$ cat config.mk
export PLATFORM = sky130hd
export DESIGN_NAME = prh_host_flat
export DESIGN_NICKNAME = d
export VERILOG_FILES = /design/src/core/prh_pkg.sv /design/src/core/prh_if.sv /design/src/core/prh_host.sv /design/src/flat_wrapper.sv
export VERILOG_INCLUDE_DIRS = /design/src /design/src/core
export SDC_FILE = /design/constraint.sdc
export NUM_CORES = 1
export LEC_CHECK = 0
export BUFFER_PORTS_ARGS = -buffer_cell sky130_fd_sc_hd__buf_2
export CORE_MARGIN = 2
export CORE_UTILIZATION = 50
export CTS_CLUSTER_SIZE = 14
export DETAILED_ROUTE_END_ITERATION = 16
export HOLD_SLACK_MARGIN = 0.05
export PLACE_DENSITY = 0.74
export SETUP_SLACK_MARGIN = 0.5
export SYNTH_ARGS = -nofsm -noshare
export SYNTH_HDL_FRONTEND = slang
export SYNTH_SLANG_ARGS = --single-unit
$ cat constraint.sdc
create_clock -name core_clk_i -period 4.1 [get_ports core_clk_i]
set_input_delay 0 -clock core_clk_i [delete_from_list [all_inputs] [get_ports core_clk_i]]
set_output_delay 0 -clock core_clk_i [all_outputs]
set_load 0.02 [all_outputs]
$ cat src/core/prh_defines.svh
// constants of the reconfiguration handshake: timing, offsets, fields
`ifndef PRH_DEFINES_SVH
`define PRH_DEFINES_SVH
`define PRH_DATA_W         32
`define PRH_CORE_PERIOD_NS 40
`define PRH_LINK_PERIOD_NS 320
`define PRH_CLK_DIV        (`PRH_LINK_PERIOD_NS / `PRH_CORE_PERIOD_NS)
`define PRH_REQ_GAP_CYC    10
`define PRH_READY_DLY      4
`define PRH_REG_CTRL       4'h0
`define PRH_REG_LEN        4'h4
`define PRH_REG_DATA       4'h8
`define PRH_REG_STAT       4'hC
`define PRH_CTRL_START     0
`define PRH_CTRL_ABORT     1
`define PRH_CTRL_WIDTH_LSB 4
`define PRH_STAT_BUSY      0
`define PRH_STAT_READY     1
`define PRH_STAT_DONE      2
`define PRH_STAT_ERROR     3
`define PRH_STAT_UNDERRUN  4
`define PRH_STAT_STATE_LSB 8
`define PRH_LEN_RESET      32'h0000_0000
`endif

$ cat src/core/prh_pkg.sv
// types shared by both ends of the reconfiguration handshake
`include "prh_defines.svh"
package prh_pkg;
  typedef enum logic [1:0] {
    PRH_W8  = 2'h0,
    PRH_W16 = 2'h1,
    PRH_W32 = 2'h2
  } prh_width_t;

  typedef enum logic [2:0] {
    PRH_H_IDLE    = 3'h0,
    PRH_H_REQ     = 3'h1,
    PRH_H_STREAM  = 3'h3,
    PRH_H_FLUSH   = 3'h2,
    PRH_H_RELEASE = 3'h6,
    PRH_H_GAP     = 3'h7,
    PRH_H_ERRWAIT = 3'h5
  } prh_host_state_t;

  typedef enum logic [2:0] {
    PRH_D_IDLE = 3'h0,
    PRH_D_ARM  = 3'h1,
    PRH_D_RECV = 3'h3,
    PRH_D_DONE = 3'h2,
    PRH_D_ERR  = 3'h6,
    PRH_D_CHK  = 3'h4
  } prh_dev_state_t;

  function automatic logic [`PRH_DATA_W-1:0] prh_mask(
    input prh_width_t             w,
    input logic [`PRH_DATA_W-1:0] d
  );
    logic [`PRH_DATA_W-1:0] m;
    m = 32'hFFFF_FFFF;
    if (w == PRH_W8) begin
      m = 32'h0000_00FF;
    end else if (w == PRH_W16) begin
      m = 32'h0000_FFFF;
    end
    return d & m;
  endfunction : prh_mask
endpackage : prh_pkg

$ cat src/core/prh_if.sv
// link between reconfiguration host and control block
`include "prh_defines.svh"
interface prh_if;
  logic                   reconfig_request;
  logic                   reconfig_ready;
  logic                   reconfig_done;
  logic                   reconfig_error;
  logic                   checksum_error;
  logic                   source_select;
  logic                   bitstream_clock;
  logic [`PRH_DATA_W-1:0] bitstream_data;

  modport device (
    input  reconfig_request,
    input  source_select,
    input  bitstream_clock,
    input  bitstream_data,
    output reconfig_ready,
    output reconfig_done,
    output reconfig_error,
    output checksum_error
  );

  modport host (
    output reconfig_request,
    output source_select,
    output bitstream_clock,
    output bitstream_data,
    input  reconfig_ready,
    input  reconfig_done,
    input  reconfig_error,
    input  checksum_error
  );
endinterface : prh_if

$ cat src/core/prh_host.sv
// reconfiguration host end: register slave, clock divider, session control
// Function
// - data bus is 32 lines, width 8/16/32
// - only data follows bitstream clock
// - host drives free-running bitstream clock
// - data zero while awaiting ready
// - host raises and holds request
// - device raises ready when it can accept
// - one word every bitstream clock cycle
// - data back to zero after last word
// - device raises done, lowers ready
// - request drops after done, then done drops
// - on error, error rises then ready falls
// - device lowers error for next session
// - checksum error first, then error, ready low
// - device clears checksum error afterwards
// - request may drop after ready, before data
// - no re-request until ready seen; abort in PRH_H_REQ drops request before ready, next request after the gap
// - ten bitstream clocks between requests
// - source select high from core logic
`include "prh_defines.svh"
module prh_host
  import prh_pkg::*;
#(
  parameter int   DIV       = `PRH_CLK_DIV,
  parameter int   GAP       = `PRH_REQ_GAP_CYC,
  parameter logic FROM_CORE = 1'b1
) (
  input  wire logic                   core_clk_i,
  input  wire logic                   arst_n_i,
  prh_if.host                         link,
  input  wire logic [3:0]             avs_address_i,
  input  wire logic                   avs_read_i,
  input  wire logic                   avs_write_i,
  input  wire logic [`PRH_DATA_W-1:0] avs_writedata_i,
  output logic      [`PRH_DATA_W-1:0] avs_readdata_o,
  output logic                        avs_waitrequest_o
);
  localparam int HALF = DIV / 2;

  typedef struct packed {
    prh_host_state_t        st;
    logic [7:0]             div;
    logic                   lclk;
    logic [1:0]             rdy_s;
    logic [1:0]             dn_s;
    logic [1:0]             er_s;
    logic [`PRH_DATA_W-1:0] data;
    logic                   req;
    logic [`PRH_DATA_W-1:0] cnt;
    logic [`PRH_DATA_W-1:0] len;
    prh_width_t             width;
    logic [3:0]             gap;
    logic                   rd_pend;
    logic [`PRH_DATA_W-1:0] rdata;
    logic                   done_seen;
    logic                   err_seen;
    logic                   underrun;
  } prh_host_reg_t;

  prh_host_reg_t s_r;
  prh_host_reg_t s_nxt;
  logic          rise_w;
  logic          fall_w;
  logic          rdy_w;
  logic          dn_w;
  logic          er_w;
  logic          wr_ctrl_w;
  logic          wr_data_w;
  logic          accept_w;
  logic          start_w;
  logic          abort_w;

  always_comb begin
    rise_w    = (s_r.div == 8'(DIV - 1));
    fall_w    = (s_r.div == 8'(HALF - 1));
    rdy_w     = s_r.rdy_s[1];
    dn_w      = s_r.dn_s[1];
    er_w      = s_r.er_s[1];
    wr_ctrl_w = avs_write_i && (avs_address_i == `PRH_REG_CTRL);
    wr_data_w = avs_write_i && (avs_address_i == `PRH_REG_DATA);
    start_w   = wr_ctrl_w && avs_writedata_i[`PRH_CTRL_START];
    abort_w   = wr_ctrl_w && avs_writedata_i[`PRH_CTRL_ABORT];
    // a data word is only taken at the drive point; outside a stream
    // it is dropped at once so the bus never hangs
    accept_w  = (s_r.st != PRH_H_STREAM) ||
                (fall_w && !er_w && (s_r.cnt != s_r.len));
  end

  always_comb begin
    s_nxt       = s_r;
    // ready, done and error are asynchronous: two flops first
    s_nxt.rdy_s = {s_r.rdy_s[0], link.reconfig_ready};
    s_nxt.dn_s  = {s_r.dn_s[0], link.reconfig_done};
    s_nxt.er_s  = {s_r.er_s[0], link.reconfig_error};
    // divider never stops, whatever the session state
    s_nxt.div   = rise_w ? 8'h00 : s_r.div + 8'h01;
    if (rise_w) begin
      s_nxt.lclk = 1'b1;
    end else if (fall_w) begin
      s_nxt.lclk = 1'b0;
    end
    s_nxt.rd_pend = avs_read_i && !s_r.rd_pend;
    if (avs_read_i && !s_r.rd_pend) begin
      unique case (avs_address_i)
        `PRH_REG_CTRL: s_nxt.rdata = {26'h0, s_r.width, 4'h0};
        `PRH_REG_LEN:  s_nxt.rdata = s_r.len;
        `PRH_REG_DATA: s_nxt.rdata = s_r.cnt;
        `PRH_REG_STAT: s_nxt.rdata = {21'h0, s_r.st, 3'h0,
                                      s_r.underrun, s_r.err_seen,
                                      s_r.done_seen, rdy_w,
                                      (s_r.st != PRH_H_IDLE)};
        default:       s_nxt.rdata = 32'h0000_0000;
      endcase
    end
    if (avs_write_i && avs_address_i == `PRH_REG_LEN &&
        s_r.st == PRH_H_IDLE) begin
      s_nxt.len = avs_writedata_i;
    end
    unique case (s_r.st)
      PRH_H_IDLE: begin
        s_nxt.data = 32'h0000_0000;
        s_nxt.req  = 1'b0;
        if (start_w) begin
          s_nxt.width     = prh_width_t'(avs_writedata_i[
                              `PRH_CTRL_WIDTH_LSB +: 2]);
          s_nxt.cnt       = 32'h0000_0000;
          s_nxt.done_seen = 1'b0;
          s_nxt.err_seen  = 1'b0;
          s_nxt.underrun  = 1'b0;
          s_nxt.req       = 1'b1;
          s_nxt.st        = PRH_H_REQ;
        end
      end
      PRH_H_REQ: begin
        s_nxt.data = 32'h0000_0000;
        if (abort_w) begin
          // early withdrawal still honours the gap before a new request
          s_nxt.req = 1'b0;
          s_nxt.gap = 4'h0;
          s_nxt.st  = PRH_H_GAP;
        end else if (rdy_w) begin
          s_nxt.st = PRH_H_STREAM;
        end
      end
      PRH_H_STREAM: begin
        if (er_w) begin
          s_nxt.err_seen = 1'b1;
          s_nxt.data     = 32'h0000_0000;
          s_nxt.st       = PRH_H_ERRWAIT;
        end else if (abort_w && s_r.cnt == 32'h0000_0000) begin
          s_nxt.req = 1'b0;
          s_nxt.st  = PRH_H_RELEASE;
        end else if (fall_w) begin
          if (s_r.cnt == s_r.len) begin
            s_nxt.data = 32'h0000_0000;
            s_nxt.st   = PRH_H_FLUSH;
          end else if (wr_data_w) begin
            s_nxt.data = prh_mask(s_r.width, avs_writedata_i);
            s_nxt.cnt  = s_r.cnt + 32'h0000_0001;
          end else if (s_r.cnt != 32'h0000_0000) begin
            // software fell behind the link: the word repeats; before
            // the first word the bus only carries idle fill
            s_nxt.underrun = 1'b1;
          end
        end
      end
      PRH_H_FLUSH: begin
        s_nxt.data = 32'h0000_0000;
        if (er_w) begin
          s_nxt.err_seen = 1'b1;
          s_nxt.st       = PRH_H_ERRWAIT;
        end else if (dn_w) begin
          s_nxt.done_seen = 1'b1;
          s_nxt.req       = 1'b0;
          s_nxt.st        = PRH_H_RELEASE;
        end
      end
      PRH_H_ERRWAIT: begin
        s_nxt.data = 32'h0000_0000;
        if (!rdy_w) begin
          s_nxt.req = 1'b0;
          s_nxt.st  = PRH_H_RELEASE;
        end
      end
      PRH_H_RELEASE: begin
        if (!dn_w && !er_w) begin
          s_nxt.gap = 4'h0;
          s_nxt.st  = PRH_H_GAP;
        end
      end
      PRH_H_GAP: begin
        if (rise_w) begin
          if (s_r.gap == 4'(GAP - 1)) begin
            s_nxt.st = PRH_H_IDLE;
          end else begin
            s_nxt.gap = s_r.gap + 4'h1;
          end
        end
      end
      default: begin
        s_nxt.st = PRH_H_IDLE;
      end
    endcase
  end

  always_ff @(posedge core_clk_i or negedge arst_n_i) begin
    if (!arst_n_i) begin
      s_r <= '0;
    end else begin
      s_r <= s_nxt;
    end
  end

  assign link.reconfig_request = s_r.req;
  assign link.bitstream_clock  = s_r.lclk;
  assign link.bitstream_data   = s_r.data;
  assign link.source_select    = FROM_CORE;
  assign avs_readdata_o        = s_r.rdata;
  assign avs_waitrequest_o     = (avs_read_i && !s_r.rd_pend) ||
                                 (wr_data_w && !accept_w);
endmodule : prh_host

$ cat src/flat_wrapper.sv
// flat-port wrapper written by rule: the top's interface ports become plain ports
module prh_host_flat import prh_pkg::*;
#(
  parameter int   DIV       = `PRH_CLK_DIV,
  parameter int   GAP       = `PRH_REQ_GAP_CYC,
  parameter logic FROM_CORE = 1'b1
)
  (core_clk_i, arst_n_i, avs_address_i, avs_read_i, avs_write_i, avs_writedata_i, avs_readdata_o, avs_waitrequest_o, link_reconfig_request, link_source_select, link_bitstream_clock, link_bitstream_data, link_reconfig_ready, link_reconfig_done, link_reconfig_error, link_checksum_error);
  prh_if link_i ();
  input  wire logic core_clk_i;
  input  wire logic arst_n_i;
  input  wire logic [3:0] avs_address_i;
  input  wire logic avs_read_i;
  input  wire logic avs_write_i;
  input  wire logic [`PRH_DATA_W-1:0] avs_writedata_i;
  output logic      [`PRH_DATA_W-1:0] avs_readdata_o;
  output logic avs_waitrequest_o;
  output wire logic [$bits(link_i.reconfig_request)-1:0] link_reconfig_request;
  output wire logic [$bits(link_i.source_select)-1:0] link_source_select;
  output wire logic [$bits(link_i.bitstream_clock)-1:0] link_bitstream_clock;
  output wire logic [$bits(link_i.bitstream_data)-1:0] link_bitstream_data;
  input wire logic [$bits(link_i.reconfig_ready)-1:0] link_reconfig_ready;
  input wire logic [$bits(link_i.reconfig_done)-1:0] link_reconfig_done;
  input wire logic [$bits(link_i.reconfig_error)-1:0] link_reconfig_error;
  input wire logic [$bits(link_i.checksum_error)-1:0] link_checksum_error;
  assign link_reconfig_request = link_i.reconfig_request;
  assign link_source_select = link_i.source_select;
  assign link_bitstream_clock = link_i.bitstream_clock;
  assign link_bitstream_data = link_i.bitstream_data;
  assign link_i.reconfig_ready = link_reconfig_ready;
  assign link_i.reconfig_done = link_reconfig_done;
  assign link_i.reconfig_error = link_reconfig_error;
  assign link_i.checksum_error = link_checksum_error;
  prh_host #(.DIV(DIV), .GAP(GAP), .FROM_CORE(FROM_CORE)) u_core (.core_clk_i(core_clk_i), .arst_n_i(arst_n_i), .link(link_i), .avs_address_i(avs_address_i), .avs_read_i(avs_read_i), .avs_write_i(avs_write_i), .avs_writedata_i(avs_writedata_i), .avs_readdata_o(avs_readdata_o), .avs_waitrequest_o(avs_waitrequest_o));
endmodule
Word-level counts from Yosys, hierarchy flattened

Index checks and enable logic that the tools add are counted.
Widths: inputs -> output; s select.

Register bits after elaboration: 157
Bits in latches: 0
Bits in writable memories: 0
ROM bits: 0
Input bits: 44
Output and inout bits: 68
Memories: 0

Add/subtract/negate cells: 3
$mul: 0
Div/mod/pow operators: 0
$lt $le $gt $ge: 0
Eq/ne operators: 41
Shift-type cells: 0
Multiplexer cells: 62
Bitwise gates (word level): 1
Reductions and logical operators: 40

Operators with widths:

| operator              | count |
|---|---|
| $mux 32               | 17 |
| $pmux 33 s5           | 1 |
| $pmux 32 s4           | 1 |
| $mux 33               | 2 |
| $pmux 32 s2           | 1 |
| $mux 3                | 14 |
| $add 32x1->32 const B | 1 |
| $and 32x32->32        | 1 |
| $eq 32x32->1          | 1 |
| $logic_not 32->1      | 1 |
| $ne 32x32->1          | 1 |
| $reduce_bool 32->1    | 1 |
| $ne 2x1->1 const B    | 11 |
| $pmux 3 s7            | 1 |
| $mux 1                | 16 |
| $mux 4                | 4 |
| $ne 2x2->1 const B    | 7 |
| $reduce_and 7->1      | 2 |
| $eq 4x4->1 const B    | 3 |
| $logic_and 1x1->1     | 12 |
| $ne 4x1->1 const B    | 3 |
| $pmux 4 s3            | 1 |
| $eq 3x3->1 const B    | 3 |
| $ne 3x1->1 const B    | 3 |
| other kinds (26)      | 39 |

Logic depth before layout (Yosys ltp)

Gate-level depths: netlist of the first run.

Depth after elaboration: 16
Mapped depth: 9

Worst setup path before layout of the first run

OpenSTA, ideal clock, no wires.

Path type: register to register
Start point: register u_core.s_r[146] (netlist bit)
End point: register u_core.s_r[103] (netlist bit)
Setup time: 79 ps
Arrival: 2,334 ps
Required time: 4,021 ps
Setup slack: 1,687 ps
Stages on the path, launching flop included: 8
Path buffers: 0
Clock period less this slack: 2,413 ps
Cells stage by stage: dfrtp_1 > ha_1 > nor4b_1 > nand3_1 > or3_1 > a2111oi_2 > and4_1 > mux2i_1

Longest elaborated chain between the ends: 3

RTL lines:

| element                           | RTL line        | source |
|---|---|---|
| from (decl)                       | prh_host.sv:61  | `prh_host_reg_t s_r;` |
| from (signal assigned)            | prh_host.sv:211 | `s_r <= s_nxt;` |
| $eq 8x2->1                        | prh_host.sv:76  | `fall_w = (s_r.div == 8'(HALF - 1));` |
| $ne 2x1->1 (no source line)       | n/a             |  |
| $reduce_and 7->1 (no source line) | n/a             |  |

No other way between the ends.
A chain may end at the register's enable or synchronous reset.

Final worst setup path of the first run

Start point: register u_core.s_r[77] (netlist bit)
End point: register u_core.s_r, in the netlist u_core.link.bitstream_data[17]

Longest elaborated chain between the ends: 6
Elaborated cells between the ends (all ways): 11

RTL lines:

| element      | RTL line        | source |
|---|---|---|
| $eq 32x32->1 | prh_host.sv:155 | `if (s_r.cnt == s_r.len) begin` |
| $mux 32      | prh_host.sv:155 |  |
| $mux 32      | prh_host.sv:154 | `end else if (fall_w) begin` |
| $mux 32      | prh_host.sv:151 | `end else if (abort_w && s_r.cnt == 32'h0000_0000) begin` |
| $mux 32      | prh_host.sv:147 | `if (er_w) begin` |
| $pmux 33 s5  | prh_host.sv:120 | `unique case (s_r.st)` |

Several ways; a longest one is shown, not always the timed one. The select of a mux whose other input is x is not followed.

==> results.json, run 1 <==
{
  "rrSetupSlack_ns": 1.16,
  "io_buffer_count": 109,
  "synth_commonest_cells": "157 x dfrtp_1, 109 x nand2_1, 66 x buf_4",
  "synth_ff_type": "dfrtp_1",
  "total_power_mw": 5.06,
  "synth_edf_count": 0,
  "cp_slowest_cell": "o311a_2",
  "synth.avg_cell_area_um2": 9.82,
  "worstMarginPinSlew_ns": 1.12,
  "grt_pass1_wl_um": 33600,
  "worstReg2RegEnd": "u_core.link.bitstream_data[17]",
  "required_ns": 4.36,
  "fillerInstances": 1388,
  "clock_sinks": 157,
  "holdPathStages": 3,
  "crit_cells": 6,
  "crit_family": "compound AO/OA/AOI/OAI gates",
  "grt_max_degree": 83,
  "wl_um": 20300,
  "clock_tree.root_cell": "clkbuf_16",
  "top_level_ports": 112,
  "cpPeakStageDelay_ns": 0.80,
  "finalCritPeriodShare": 0.717,
  "timing.critical_path.buf_inv": 0,
  "synth_area_um2": 8490,
  "fmax_ghz": 0.340,
  "crit_path_end": "u_core.link.bitstream_data[17]",
  "synthTopCellsByArea": "dfrtp_1 46%, buf_4 5.8%, mux2_2 5.2%",
  "start_kind": "flip-flop",
  "crit_fanout": 32,
  "syn_inst": 864,
  "viasPerCell": 5.71,
  "drv_slew": 0,
  "gp_congestion": 0.838,
  "yosysUniqueCellTypes": 57,
  "cp-startpoint": "u_core.s_r[77]",
  "r2r-start": "u_core.s_r[77]",
  "ys_ff_latch": 157,
  "core_area_um2": 16600,
  "rows": 47,
  "drt_iter0_drc": 579,
  "syn-num-nets": 913,
  "worstPathCellList": "xnor2_1 > nand4_1 > nor4_4 > a21boi_1 > o311a_2 > mux2i_1",
  "final_net_count": 970,
  "postRouteAntennaNets": 0,
  "fin_area_um2": 9670,
  "ys_seq_area_frac": 0.463,
  "ys.warnings.count": 0,
  "skew_ns": 0.0109,
  "cp.arrival_ns": 3.20,
  "diodes": 0,
  "hold_viol": 0,
  "netlist.top_cell.by_area": "dfrtp_1",
  "grt_usage": 0.235,
  "power_density_nw_per_um2": 523,
  "initial_core_util": 0.512,
  "wl_per_cell_um": 17.6,
  "reg2reg_depth": 6,
  "tritoncts": "yes",
  "outcome": "finished clean",
  "die_h_um": 134,
  "worstSetupPathType": "flip-flop to flip-flop",
  "grt_pass1_vias": 6477,
  "finalCriticalPeriod_ns": 2.94,
  "die-area_um2": 18000,
  "drv_cap": 0,
  "dpl_cell_area_um2": 8690,
  "synthArstFlopShare": 1.00,
  "drt_pass1_iterations": 5,
  "vias": 6583,
  "dieWidth_um": 134,
  "insertion_delay_ns": 0.43,
  "post-place-ws_ns": 1.26,
  "cts.clk_slew.worst_paths_ns": 0.06,
  "grt-ovfl-total": 0,
  "hp-class": "primary input to flip-flop",
  "cts_buffer_depth": 2,
  "numCtsBuffers": 17,
  "htree_levels": 4,
  "post_cts_buffers": 0,
  "antenna_found_initial": 0,
  "vdd_ir_drop_max_v": 0.000276,
  "yosysMostFrequentCell": "dfrtp_1",
  "maxSlewHeadroom": 0.251,
  "rsz0062_at_grt": "false",
  "worstSetupEndpointType": "flip-flop",
  "synth_top_area_share": 0.463,
  "total_leakage_power_nw": 4.43,
  "drive_gt1_frac": 0.219,
  "setup_viol": 0,
  "setup_ws_ns": 1.16,
  "area_delta_synth_final_pct": 13.9,
  "tns_ns": 0,
  "place_hpwl_um": 13600,
  "drc_errors": 0
}
power by group:
group | switching [mW] | total, mW | internal, mW
combinational | 0.713 | 1.29 | 0.579
clock | 0.629 | 1.67 | 1.04
sequential | 0.303 | 2.10 | 1.80
kinds of logic after synthesis:
kind of cell    after synthesis  synth area share
compound gates              154             0.121
xor+xnor                     38            0.0410
fa+ha+maj                     5           0.00737
buf+inv                     170             0.111
flops                       157             0.463
mux                          78            0.0977
other cells                   1          0.000442
simple gates                261             0.158
through the flow:
step                       util  cells  hold slack (ns)
after global placement    0.524   1086           0.0869
after global routing      0.583   1153            0.131
final                     0.583   1153            0.109
after detailed placement  0.524   1086           0.0811
after floorplan               -    864           -0.296
after CTS                 0.583   1153           0.0689
worst min path at each step:
stage                startpoint                        to
2_1_floorplan          arst_n_i  u_core.avs_readdata_o[0]
3_3_place_gp           arst_n_i         u_core.s_nxt[142]
3_5_place_dp           arst_n_i         u_core.s_nxt[142]
4_1_cts        avs_address_i[2]  u_core.avs_readdata_o[3]
5_1_grt        avs_address_i[2]  u_core.avs_readdata_o[1]
6_report       avs_address_i[2]  u_core.avs_readdata_o[8]
routing by layer:
layer / up-vias / global-route usage / part of all wire
met3: 45 / 0.0416 / 0.059
met2: 247 / 0.377 / 0.47
met4: 0 / 0.120 / 0.039
met5: - / 0 / 0
li1: 3067 / - / -
met1: 3224 / 0.308 / 0.43
what timing repair did:
item / CTS / global route
hold endpoints to repair: 150 / 0
hold buffers: 36 / 0
resized for setup: 0 / 0
registers in the layout, summed over array words and instances, names as in the netlist:
name,cells
u_core.dn_w,1
u_core.link.bitstream_data,32
u_core.er_w,1
u_core.link.reconfig_request,1
u_core.avs_readdata_o,32
u_core.link.bitstream_clock,1
u_core.s_nxt,3
u_core.rdy_w,1
u_core.s_r,85
layout by cell type, fill, tap and decap left out, types with 13 or more instances in the layout:
cell / instances
dlygate4sd3_1: 36
o211ai_1: 20
xnor2_1: 34
inv_1: 51
a22oi_1: 31
nand4_1: 20
buf_2: 108
nand3_1: 30
o21ai_0: 52
mux2_2: 39
clkbuf_16: 17
nor2_1: 23
mux2i_1: 39
nand2_1: 109
dfrtp_1: 157
nor3_1: 13
a21oi_1: 18
worst register-to-register path, stage by stage, from the launching register on:
cell,delay [ns]
dfrtp_1,0.51
xnor2_1,0.39
nand4_1,0.21
nor4_4,0.46
a21boi_1,0.15
o311a_2,0.80
mux2i_1,0.26
area by class of cell:
type / instances / area, um2 / area share
Multi-Input combinational cell: 537 / 3640 / 0.377
Sequential cell: 157 / 3930 / 0.406
Clock inverter: 9 / 161 / 0.0167
Timing Repair Buffer: 157 / 1010 / 0.105
Inverter: 51 / 191 / 0.0198
Tap cell: 220 / 275 / 0.0285
Clock buffer: 22 / 454 / 0.0470
Note: power is estimated with default switching activity, not from simulation.
==> run 2, diff against run 1 <==
--- a/config.mk
+++ b/config.mk
@@ -12,7 +12,7 @@
 export CTS_CLUSTER_SIZE = 14
 export DETAILED_ROUTE_END_ITERATION = 16
 export HOLD_SLACK_MARGIN = 0.05
-export PLACE_DENSITY = 0.74
+export PLACE_DENSITY = 0.76
 export SETUP_SLACK_MARGIN = 0.5
 export SYNTH_ARGS = -nofsm -noshare
 export SYNTH_HDL_FRONTEND = slang
==> constraint.sdc (replaced) <==
create_clock -name core_clk_i -period 2.4 [get_ports core_clk_i]
set_input_delay 0 -clock core_clk_i [delete_from_list [all_inputs] [get_ports core_clk_i]]
set_output_delay 0 -clock core_clk_i [all_outputs]
set_load 0.02 [all_outputs]
==> run 2 against run 1 <==
  * The flow now finishes with violations (negative setup slack)
  * Global-route usage grew 3.1 points
  * First-iteration DRC count grew 40%
  * Core utilization grew 8.3 points
  * Fmax grew 18%
  * Critical path type unchanged
  * Critical endpoint is now u_core.s_r[79]
  * Largest cell class is now multi-input combinational cells
==> results.json, run 2 (same netlist as run 1, synthesis figures left out) <==
{
  "worstMarginPinSlew_ns": 0.740,
  "htree_levels": 4,
  "clock_tree.root_cell": "clkbuf_16",
  "fin_area_um2": 11000,
  "power_density_nw_per_um2": 858,
  "gp_congestion": 0.956,
  "grt_pass1_wl_um": 37500,
  "wl_per_cell_um": 19.6,
  "total_power_mw": 9.47,
  "grt_usage": 0.267,
  "drt_pass1_iterations": 6,
  "drc_errors": 0,
  "die_h_um": 134,
  "setup_ws_ns": -0.0996,
  "grt_max_degree": 75,
  "layoutNonFillerInstCount": 1255,
  "top_register": "u_core.s_r",
  "core_area_um2": 16600,
  "insertion_delay_ns": 0.43,
  "drv_cap": 0,
  "area_delta_synth_final_pct": 30.0,
  "tritoncts": "yes",
  "drive_gt1_frac": 0.364,
  "largest_reg_flops": 85,
  "grt-ovfl-total": 0,
  "required_ns": 2.69,
  "worstSetupPathType": "flip-flop to flip-flop",
  "worstSetupEndpointType": "flip-flop",
  "hp-class": "primary input to flip-flop",
  "placed_cells": 1148,
  "outcome": "finished with violations",
  "reg2reg_depth": 10,
  "hold_slack_ns": 0.142,
  "start_kind": "flip-flop",
  "tns_ns": -0.189,
  "worstPathCellList": "buf_6 > xnor2_4 > nand4_1 > nor4_4 > buf_4 > buf_6 > a2111o_1 > buf_12 > o311ai_0 > nand2_1",
  "vias": 7371,
  "multiInputGateArea_um2": 4140,
  "failed_checks": "negative setup slack",
  "crit_top_cell": "buf_6",
  "dieWidth_um": 134,
  "cts.clk_slew.worst_paths_ns": 0.06,
  "total_leakage_power_nw": 5.09,
  "viasPerCell": 5.87,
  "rows": 47,
  "fillerInstances": 1139,
  "holdPathStages": 4,
  "skew_ns": 0.00952,
  "vdd_ir_drop_max_v": 0.000593,
  "cts_buffer_depth": 2,
  "top_level_ports": 112,
  "maxSlewHeadroom": 0.507,
  "numCtsBuffers": 17,
  "finalCritPeriodShare": 1.04,
  "final_net_count": 1071,
  "initial_core_util": 0.512,
  "fin_util": 0.666,
  "setup_viol": 8,
  "grt_pass1_vias": 7140,
  "die-area_um2": 18000,
  "wl_um": 24600,
  "clock_sinks": 157,
  "dpl_cell_area_um2": 9280,
  "io_buffer_count": 109,
  "cp_slowest_cell": "o311ai_0",
  "final_common_cell": "dfrtp_1",
  "rsz0062_at_grt": "true",
  "drv_slew": 0,
  "hold_viol": 0,
  "layout_common_cells": "155 x dfrtp_1, 108 x nand2_1, 107 x buf_2",
  "diodes": 0,
  "place_hpwl_um": 15400,
  "final-seq-area_um2": 3930,
  "drt_iter0_drc": 810,
  "fmax_ghz": 0.400,
  "cp.arrival_ns": 2.79,
  "post-place-ws_ns": -0.00949,
  "cpPeakStageDelay_ns": 0.45,
  "postRouteAntennaNets": 0,
  "crit_fanout": 35,
  "finalCriticalPeriod_ns": 2.50,
  "antenna_found_initial": 0
}
[run 2: cell count changes in the layout (fill, tap and decap cells not counted), sizes merged]
cell,previous run,this run
inv,52,53
clkinvlp,2,1
buf,121,220
clkbuf,22,26
bufinv,4,1
clkinv,2,4
[run 2: where the power goes]
part           leakage (nW)  internal, mW  switching [mW]
registers              2.10          3.07           0.444
clock network         0.287          1.57            1.07
logic                  2.70          1.58            1.74
total                  5.09          6.21            3.25
[run 2: metal layers]
layer  share of wire  vias up  global-route usage
met3           0.070       75              0.0548
met2            0.49      365               0.442
met4           0.045        0               0.142
met1            0.39     3651               0.329
met5               0        -                   0
li1                -     3280                   -
[run 2: what timing repair did]
item / CTS / global route
gates cloned: 1 / 2
pin swaps: 26 / 24
hold buffers: 36 / 0
hold endpoints to repair: 140 / 0
resized for setup: 50 / 47
setup buffers: 17 / 19
setup endpoints to repair: 73 / 133
[run 2: final cells by class]
| type | instances | share of cell area |
|---|---|---|
| sequential | 157 | 0.356 |
| tap | 220 | 0.0249 |
| timing repair buffer | 258 | 0.174 |
| inverter | 51 | 0.0176 |
| clock inverter | 8 | 0.00714 |
| multi-input combinational | 537 | 0.375 |
| clock buffer | 24 | 0.0455 |
[run 2: final timing paths]
kind	startpoint	to	slack [ns]
setup / recovery	u_core.s_r[83]	u_core.s_r[79]	-0.1
min in group asynchronous	arst_n_i	u_core.s_r[39]	0.17
hold reg to reg	u_core.s_nxt[142]	u_core.dn_w	0.35
hold / removal	avs_address_i[2]	u_core.avs_readdata_o[8]	0.14
max in group asynchronous	arst_n_i	u_core.s_r[45]	1.51
setup reg to reg	u_core.s_r[83]	u_core.s_r[79]	-0.1
[run 2: critical path, delay by kind of cell (launching register included)]
kind                   cells  cell delay [ns]
AO/OA/AOI/OAI              2             0.86
buffers and inverters      4             0.59
flip-flops                 1             0.39
AND/OR/NAND/NOR            3             0.35
XOR/XNOR                   1             0.15
